File: src/inc/tec_regs.svh
// Register offsets, field positions, reset values and type select encoding
`ifndef TEC_REGS_SVH
`define TEC_REGS_SVH

// Byte offsets of the two registers
`define TEC_CTRL_OFS     8'h00
`define TEC_STAT_OFS     8'h04

// Control register field positions
`define TEC_TMR_OVF_BIT  5
`define TEC_TMR_RUN_BIT  4
`define TEC_XB_PEND_BIT  3
`define TEC_XB_TYPE_BIT  2
`define TEC_XA_PEND_BIT  1
`define TEC_XA_TYPE_BIT  0

// Reset values
`define TEC_CTRL_RST     6'h00
`define TEC_SYNC_RST     2'h0

// Type select encoding
`define TEC_TYPE_LEVEL   1'b0
`define TEC_TYPE_EDGE    1'b1

`endif

File: src/inc/tec_pkg.sv
// Types shared by the timer and external interrupt control block
package tec_pkg;

	// Bus response codes
	typedef enum logic [1:0] {
		TEC_RESP_OKAY   = 2'h0,
		TEC_RESP_SLVERR = 2'h2
	} tec_resp_t;

	// Write channel states, one-hot
	typedef enum logic [1:0] {
		TEC_WR_IDLE = 2'b01,
		TEC_WR_RESP = 2'b10
	} tec_wr_st_t;

	// Read channel states, one-hot
	typedef enum logic [1:0] {
		TEC_RD_IDLE = 2'b01,
		TEC_RD_DATA = 2'b10
	} tec_rd_st_t;

	// Register select from address decode
	typedef enum logic [1:0] {
		TEC_SEL_NONE = 2'h0,
		TEC_SEL_CTRL = 2'h1,
		TEC_SEL_STAT = 2'h2
	} tec_sel_t;

endpackage

File: src/tec_ctrl.sv
// Timer 0 and external interrupt control register with AXI4-Lite slave
//
// Decided for this implementation: the AXI4-Lite interface to the registers and the register offsets.
`include "tec_regs.svh"

module tec_ctrl #(
	parameter int ADDR_W = 8
) (
	// Clock, reset and clock enable
	input  wire logic                  sys_clk,
	input  wire logic                  sys_rst,
	input  wire logic                  ce,
	// AXI4-Lite write address and data
	input  wire logic [ADDR_W-1:0]     s_axi_awaddr,
	input  wire logic                  s_axi_awvalid,
	output logic                       s_axi_awready,
	input  wire logic [31:0]           s_axi_wdata,
	input  wire logic [3:0]            s_axi_wstrb,
	input  wire logic                  s_axi_wvalid,
	output logic                       s_axi_wready,
	// AXI4-Lite write response
	output tec_pkg::tec_resp_t         s_axi_bresp,
	output logic                       s_axi_bvalid,
	input  wire logic                  s_axi_bready,
	// AXI4-Lite read
	input  wire logic [ADDR_W-1:0]     s_axi_araddr,
	input  wire logic                  s_axi_arvalid,
	output logic                       s_axi_arready,
	output logic [31:0]                s_axi_rdata,
	output tec_pkg::tec_resp_t         s_axi_rresp,
	output logic                       s_axi_rvalid,
	input  wire logic                  s_axi_rready,
	// Timer 0 side
	input  wire logic                  tmr_a_ovf_evt,
	input  wire logic                  tmr_a_vector_ack,
	output logic                       tmr_a_run,
	output logic                       tmr_a_overflow_flag,
	// External interrupt pins and polarity from pin config
	input  wire logic                  xirq_a_input,
	input  wire logic                  xirq_b_input,
	input  wire logic                  xirq_a_polarity,
	input  wire logic                  xirq_b_polarity,
	// Core vectoring and pending flags
	input  wire logic                  xirq_a_vector_ack,
	input  wire logic                  xirq_b_vector_ack,
	output logic                       xirq_a_pending,
	output logic                       xirq_b_pending,
	output logic                       xirq_a_type_sel,
	output logic                       xirq_b_type_sel
);
	import tec_pkg::*;

	// Field positions per interrupt channel, A first
	localparam int PEND_POS [2] = '{`TEC_XA_PEND_BIT, `TEC_XB_PEND_BIT};
	localparam int TYPE_POS [2] = '{`TEC_XA_TYPE_BIT, `TEC_XB_TYPE_BIT};
	// Address decode shared by read and write paths
	function automatic tec_sel_t tec_decode(input logic [ADDR_W-1:0] a);
		tec_decode = (8'(a) == `TEC_CTRL_OFS) ? TEC_SEL_CTRL
			: (8'(a) == `TEC_STAT_OFS) ? TEC_SEL_STAT : TEC_SEL_NONE;
	endfunction
	// Pin level turned into active/inactive by polarity, 1 = high
	function automatic logic tec_active(input logic lvl, input logic pol);
		tec_active = ~(lvl ^ pol);
	endfunction

	// Register state
	logic [5:0]         ctrl_r;
	logic [5:0]         ctrl_nxt;
	logic [1:0]         sync1_r;
	logic [1:0]         sync2_r;
	logic [1:0]         sync3_r;
	logic [1:0]         filt_r;
	logic [1:0]         filt_nxt;
	logic [1:0]         act_prev_r;
	logic [1:0]         act_w;
	logic [1:0]         edge_w;
	logic [1:0]         vec_w;
	logic [1:0]         pol_w;
	// Write channel state
	tec_wr_st_t         wr_st_r;
	tec_wr_st_t         wr_st_nxt;
	logic               aw_got_r;
	logic               aw_got_nxt;
	logic               w_got_r;
	logic               w_got_nxt;
	logic [ADDR_W-1:0]  waddr_r;
	logic [ADDR_W-1:0]  waddr_nxt;
	logic [31:0]        wdata_r;
	logic [31:0]        wdata_nxt;
	logic [3:0]         wstrb_r;
	logic [3:0]         wstrb_nxt;
	tec_resp_t          bresp_r;
	tec_resp_t          bresp_nxt;
	logic               aw_take;
	logic               w_take;
	logic               wr_do;
	logic               wr_ctrl;
	logic [ADDR_W-1:0]  wr_addr;
	logic [31:0]        wr_data;
	logic [3:0]         wr_strb;
	// Read channel state
	tec_rd_st_t         rd_st_r;
	tec_rd_st_t         rd_st_nxt;
	logic [31:0]        rdata_r;
	logic [31:0]        rdata_nxt;
	tec_resp_t          rresp_r;
	tec_resp_t          rresp_nxt;
	// Combinational views of pins and acks per channel
	assign pol_w = {xirq_b_polarity, xirq_a_polarity};
	assign vec_w = {xirq_b_vector_ack, xirq_a_vector_ack};
	// Filter on stages two and three, then active level and edge
	always_comb begin
		for (int i = 0; i < 2; i++) begin
			if (sync2_r[i] == sync3_r[i])
				filt_nxt[i] = sync3_r[i];
			else
				filt_nxt[i] = filt_r[i];
			act_w[i]  = tec_active(filt_r[i], pol_w[i]);
			edge_w[i] = act_w[i] & ~act_prev_r[i];
		end
	end

	// Pin synchronisers, filter and previous active level
	always_ff @(posedge sys_clk) begin
		if (sys_rst) begin
			sync1_r    <= `TEC_SYNC_RST;
			sync2_r    <= `TEC_SYNC_RST;
			sync3_r    <= `TEC_SYNC_RST;
			filt_r     <= `TEC_SYNC_RST;
			act_prev_r <= `TEC_SYNC_RST;
		end else if (ce) begin
			sync1_r    <= {xirq_b_input, xirq_a_input};
			sync2_r    <= sync1_r;
			sync3_r    <= sync2_r;
			filt_r     <= filt_nxt;
			act_prev_r <= act_w;
		end
	end

	// Write channel handshake; address and data in either order
	assign s_axi_awready = ce & (wr_st_r == TEC_WR_IDLE) & ~aw_got_r;
	assign s_axi_wready  = ce & (wr_st_r == TEC_WR_IDLE) & ~w_got_r;
	assign aw_take = s_axi_awvalid & s_axi_awready;
	assign w_take  = s_axi_wvalid & s_axi_wready;
	assign wr_addr = aw_got_r ? waddr_r : s_axi_awaddr;
	assign wr_data = w_got_r ? wdata_r : s_axi_wdata;
	assign wr_strb = w_got_r ? wstrb_r : s_axi_wstrb;
	assign wr_do   = (aw_got_r | aw_take) & (w_got_r | w_take);
	assign wr_ctrl = wr_do & (tec_decode(wr_addr) == TEC_SEL_CTRL)
		& wr_strb[0];
	// Write channel next state
	always_comb begin
		wr_st_nxt  = wr_st_r;
		aw_got_nxt = aw_got_r | aw_take;
		w_got_nxt  = w_got_r | w_take;
		waddr_nxt  = aw_take ? s_axi_awaddr : waddr_r;
		wdata_nxt  = w_take ? s_axi_wdata : wdata_r;
		wstrb_nxt  = w_take ? s_axi_wstrb : wstrb_r;
		bresp_nxt  = bresp_r;
		case (wr_st_r)
			TEC_WR_IDLE: begin
				if (wr_do) begin
					aw_got_nxt = 1'b0;
					w_got_nxt  = 1'b0;
					wr_st_nxt  = TEC_WR_RESP;
					bresp_nxt  = (tec_decode(wr_addr) == TEC_SEL_NONE)
						? TEC_RESP_SLVERR : TEC_RESP_OKAY;
				end
			end
			TEC_WR_RESP: begin
				if (s_axi_bready)
					wr_st_nxt = TEC_WR_IDLE;
			end
			default: wr_st_nxt = TEC_WR_IDLE;
		endcase
	end
	// Write channel registers
	always_ff @(posedge sys_clk) begin
		if (sys_rst) begin
			wr_st_r  <= TEC_WR_IDLE;
			aw_got_r <= 1'b0;
			w_got_r  <= 1'b0;
			waddr_r  <= '0;
			wdata_r  <= 32'h0000_0000;
			wstrb_r  <= 4'h0;
			bresp_r  <= TEC_RESP_OKAY;
		end else if (ce) begin
			wr_st_r  <= wr_st_nxt;
			aw_got_r <= aw_got_nxt;
			w_got_r  <= w_got_nxt;
			waddr_r  <= waddr_nxt;
			wdata_r  <= wdata_nxt;
			wstrb_r  <= wstrb_nxt;
			bresp_r  <= bresp_nxt;
		end
	end
	// Write response outputs
	assign s_axi_bvalid = (wr_st_r == TEC_WR_RESP);
	assign s_axi_bresp  = bresp_r;
	// Control register: software write, then vector clear, then set
	always_comb begin
		ctrl_nxt = ctrl_r;
		if (wr_ctrl)
			ctrl_nxt = wr_data[5:0];
		if (tmr_a_vector_ack)
			ctrl_nxt[`TEC_TMR_OVF_BIT] = 1'b0;
		if (tmr_a_ovf_evt)
			ctrl_nxt[`TEC_TMR_OVF_BIT] = 1'b1;
		for (int i = 0; i < 2; i++) begin
			if (ctrl_r[TYPE_POS[i]] == `TEC_TYPE_EDGE) begin
				if (vec_w[i])
					ctrl_nxt[PEND_POS[i]] = 1'b0;
				if (edge_w[i])
					ctrl_nxt[PEND_POS[i]] = 1'b1;
			end else begin
				ctrl_nxt[PEND_POS[i]] = act_w[i];
			end
		end
	end
	// Control register storage
	always_ff @(posedge sys_clk) begin
		if (sys_rst)
			ctrl_r <= `TEC_CTRL_RST;
		else if (ce)
			ctrl_r <= ctrl_nxt;
	end
	// Field outputs straight from the control register
	assign tmr_a_overflow_flag = ctrl_r[`TEC_TMR_OVF_BIT];
	assign tmr_a_run           = ctrl_r[`TEC_TMR_RUN_BIT];
	assign xirq_b_pending      = ctrl_r[`TEC_XB_PEND_BIT];
	assign xirq_b_type_sel     = ctrl_r[`TEC_XB_TYPE_BIT];
	assign xirq_a_pending      = ctrl_r[`TEC_XA_PEND_BIT];
	assign xirq_a_type_sel     = ctrl_r[`TEC_XA_TYPE_BIT];
	// Read channel: one read at a time, data latched when taken
	assign s_axi_arready = ce & (rd_st_r == TEC_RD_IDLE);
	always_comb begin
		rd_st_nxt = rd_st_r;
		rdata_nxt = rdata_r;
		rresp_nxt = rresp_r;
		case (rd_st_r)
			TEC_RD_IDLE: begin
				if (s_axi_arvalid) begin
					rd_st_nxt = TEC_RD_DATA;
					rresp_nxt = TEC_RESP_OKAY;
					case (tec_decode(s_axi_araddr))
						TEC_SEL_CTRL: rdata_nxt = {26'h0, ctrl_r};
						TEC_SEL_STAT: rdata_nxt = {28'h0, act_w, filt_r};
						default: begin
							rdata_nxt = 32'h0000_0000;
							rresp_nxt = TEC_RESP_SLVERR;
						end
					endcase
				end
			end
			TEC_RD_DATA: begin
				if (s_axi_rready)
					rd_st_nxt = TEC_RD_IDLE;
			end
			default: rd_st_nxt = TEC_RD_IDLE;
		endcase
	end

	// Read channel registers
	always_ff @(posedge sys_clk) begin
		if (sys_rst) begin
			rd_st_r <= TEC_RD_IDLE;
			rdata_r <= 32'h0000_0000;
			rresp_r <= TEC_RESP_OKAY;
		end else if (ce) begin
			rd_st_r <= rd_st_nxt;
			rdata_r <= rdata_nxt;
			rresp_r <= rresp_nxt;
		end
	end
	// Read response outputs
	assign s_axi_rvalid = (rd_st_r == TEC_RD_DATA);
	assign s_axi_rdata  = rdata_r;
	assign s_axi_rresp  = rresp_r;
endmodule // tec_ctrl

File: config.mk
export PLATFORM = sky130hd
export DESIGN_NAME = tec_ctrl
export DESIGN_NICKNAME = d
export VERILOG_FILES = /design/src/inc/tec_pkg.sv /design/src/tec_ctrl.sv
export VERILOG_INCLUDE_DIRS = /design/src /design/src/inc
export SDC_FILE = /design/constraint.sdc
export NUM_CORES = 1
export LEC_CHECK = 0
export BUFFER_PORTS_ARGS = -buffer_cell sky130_fd_sc_hd__buf_2
export CAP_MARGIN = 20
export CORE_MARGIN = 2
export CORE_UTILIZATION = 31
export DETAILED_ROUTE_END_ITERATION = 6
export HOLD_SLACK_MARGIN = 0.02
export SYNTH_ARGS = -nofsm -noshare
export SYNTH_HDL_FRONTEND = slang
export SYNTH_SLANG_ARGS = --single-unit
File: constraint.sdc
create_clock -name sys_clk -period 3.75 [get_ports sys_clk]
set_input_delay 0.375 -clock sys_clk [delete_from_list [all_inputs] [get_ports sys_clk]]
set_output_delay 0.375 -clock sys_clk [all_outputs]
set_load 0.02 [all_outputs]
==> results.md <==
* Status: complete, no violations
* Largest area contributor in the netlist: dfxtp_1
* First-pass GRT wire length at approximately 8.4 mm
* I/O Pins at 115
* Clock skew at 0.00533 ns
* P_leak at approximately 1.1 nW
* Post-synth top area share at 0.386
* CP Launch Type: input port
* Final setup viols at 0
* Die area at 8250 um^2
* CTS Root Cell: clkbuf_8
* Synth Warn # at 0
* Setup Crit Path Kind: in2out
* Final WL at 5.02 mm
* Worst skew pair latency at slightly below 0.3 ns
* Top-count cell post-synth: dfxtp_1
* Starting Density at 0.320
* N_diodes at 0
* Hold_buf cts at 0
* Ranking of synthesized cells by area: dfxtp_1 (39%), mux2i_1 (9.4%), buf_4 (9.0%)
* Vias in the first global route at roughly 1800
* CP arrival at around 1.7 ns
* Gate Count Post-Synth at 265
* Pre-CTS WS at ~1.4 ns
* Period utilization at 0.559
* Filler cells at 801
* Drt first-iter violations at 66
* Top post-synthesis cells by count: dfxtp_1 (45), nor2_1 (33), buf_4 (28)
* Sequential share of the synthesized area at 0.386
* CTS tree: built
* DR vias at about 1900
* Cell area after synthesis at ~2300 um^2
* Register area at between 900 and 1000 um^2
* Clock H-tree levels at 2
* Yosys cell types at 45
* Fmax at approximately 0.48 GHz
* Worst-path fanout max at 30
* Multi-input gate area at approximately 1200 um^2
* Remaining antenna violation count after routing at 0
* Yosys reg bits at between 40 and 50
* Post-CTS Setup Inserts at 0
* Die X at 90.8 um
* Layout cell share with drive strength beyond 1 at 0.248
* Hold Fails Final Rpt at 0
* Hold-critical path depth at 3
* Least-Margin Pin Slew at between 0.8 and 0.9 ns
* DRC at 0
* Setup TNS at 0 ns
* CP Capture Type: output pin
* Area grow syn2layout at 14.9%
* Core footprint at 7290 um^2
* Site Rows at 31
* WP data required at roughly 3.4 ns
* Max_cap viols at 0
* Peak VDD IR at roughly 0.18 mV
* Drt pass-1 iters at 4
* Relative slew slack at 0.442
* Ys flop type: dfxtp_1
* Die height at 90.8 um
* Tot GR Track Use at 0.125
* Routed WL per cell at between 10 and 15 um
* Hold Path Class: in2reg
* Final nets at 382
* GR Overflow Total at 0
* Clk sinks at 45
* Slew Viols, Final at 0
* Gpl congestion at 0.737
* Mean area per synthesized cell at 8.82 um^2
* Final min period at 2.10 ns
* Total CTS buffers at 5
* Post-synth EDFFs at 0
* Clk buf depth at 2
* Avg Vias per Cell at 4.60
* Buffers on Ports at 57
* Initial antenna violation count at 0
* Fin worst setup slack at about 1.7 ns
* Worst-path clk slew at 0.08 ns
* Pwr per Cell Area at 394 nW/um^2
* RSZ-0062 raised after global routing: no
* CTS resizes at 0
* R2R depth at 5
* Largest net degree at the start of global routing at 46
* Detailed Place HPWL at about 3.7 mm
* Ys async rst share at 0
sequential cells by signal, summed over array words and instances, names as in the netlist:
register,flops
wdata_r,6
sync1_r,2
s_axi_bresp,1
rd_st_r,2
wstrb_r,1
waddr_r,8
filt_r,2
act_prev_r,2
aw_got_r,1
sync3_r,2
s_axi_rdata,6
sync2_r,2
w_got_r,1
ctrl_r,6
wr_st_r,2
s_axi_rresp,1
where the power goes:
part           switching (mW)  total, mW  internal, mW
Clock                   0.163      0.380         0.217
Combinational           0.103      0.162        0.0593
Sequential             0.0186      0.516         0.498
Total                   0.284       1.06         0.774
final cells by class:
| type | count | share of cell area |
|---|---|---|
| clock buffers | 6 | 0.0308 |
| repair buffers | 57 | 0.106 |
| multi-input cells | 202 | 0.463 |
| clock inverters | 2 | 0.0140 |
| well taps | 99 | 0.0461 |
| inverters | 3 | 0.00419 |
| flip-flops and latches | 45 | 0.336 |
cell families (layout without fill, tap and decap cells):
logic type / Yosys count / count (layout) / share of synthesized area
XOR/XNOR: 2 / 2 / 0.00750
AO/OA/AOI/OAI: 54 / 54 / 0.160
AND/OR/NAND/NOR: 94 / 94 / 0.216
buffers and inverters: 45 / 68 / 0.125
other: 1 / 28 / 0.00161
flip-flops: 45 / 45 / 0.386
multiplexers: 24 / 24 / 0.104
layout by cell type (no fill, tap or decap), types with 2 or more instances in the layout:
cell type   n
mux2_2      2
inv_1       3
nand2_1    18
dfxtp_1    45
nor2_1     33
a22oi_1     6
a21o_1      6
a31oi_1     5
and2_1      2
buf_2      57
o21ai_0     5
nor4_1      4
a21oi_1    19
nor2b_1     3
nor3_1      6
clkbuf_8    6
nand2b_1    3
xor2_1      2
mux2i_1    22
and4_1      4
nand3_1     8
a21oi_2     2
nand3b_1    2
a311oi_1    2
a211oi_1    2
o21bai_1    3
conb_1     28
metrics by stage:
stage / power (mW) / cell area [um^2] / std cells / hold WS (ns) / utilization
3_5_place_dp: 0.690 / 2560 / 406 / 0.445 / 0.352
4_1_cts: 1.08 / 2690 / 414 / 0.303 / 0.368
5_1_grt: 1.11 / 2690 / 414 / 0.318 / 0.368
6_report: 1.06 / 2690 / 414 / 0.311 / 0.368
2_1_floorplan: 0.668 / 2440 / 292 / 0.436 / -
3_3_place_gp: 0.688 / 2560 / 406 / 0.441 / 0.352
worst paths after layout:
path	from	endpoint	slack [ns]
max reg2reg	w_got_r$_SDFFE_PP0P_	ctrl_r[5]$_SDFFE_PP0P_	1.80
min reg2reg	s_axi_bresp[1]$_SDFFE_PP0P_	s_axi_bresp[1]$_SDFFE_PP0P_	0.46
max	ce	s_axi_awready	1.65
min	xirq_b_input	sync1_r[1]$_SDFFE_PP0P_	0.31
layer usage:
layer,global-route usage,vias to the layer above,part of all wire
met5,0,-,0
met4,0.0455,0,0.0096
met3,0.0326,5,0.057
met2,0.210,57,0.47
met1,0.156,869,0.46
li1,-,974,-
critical path: stages:
cell and delay [ns]:
buf_2 0.46, nand3b_1 0.28, nor2_2 0.36, buf_2 0.24
No activity file was read; power rests on OpenSTA's default activity.
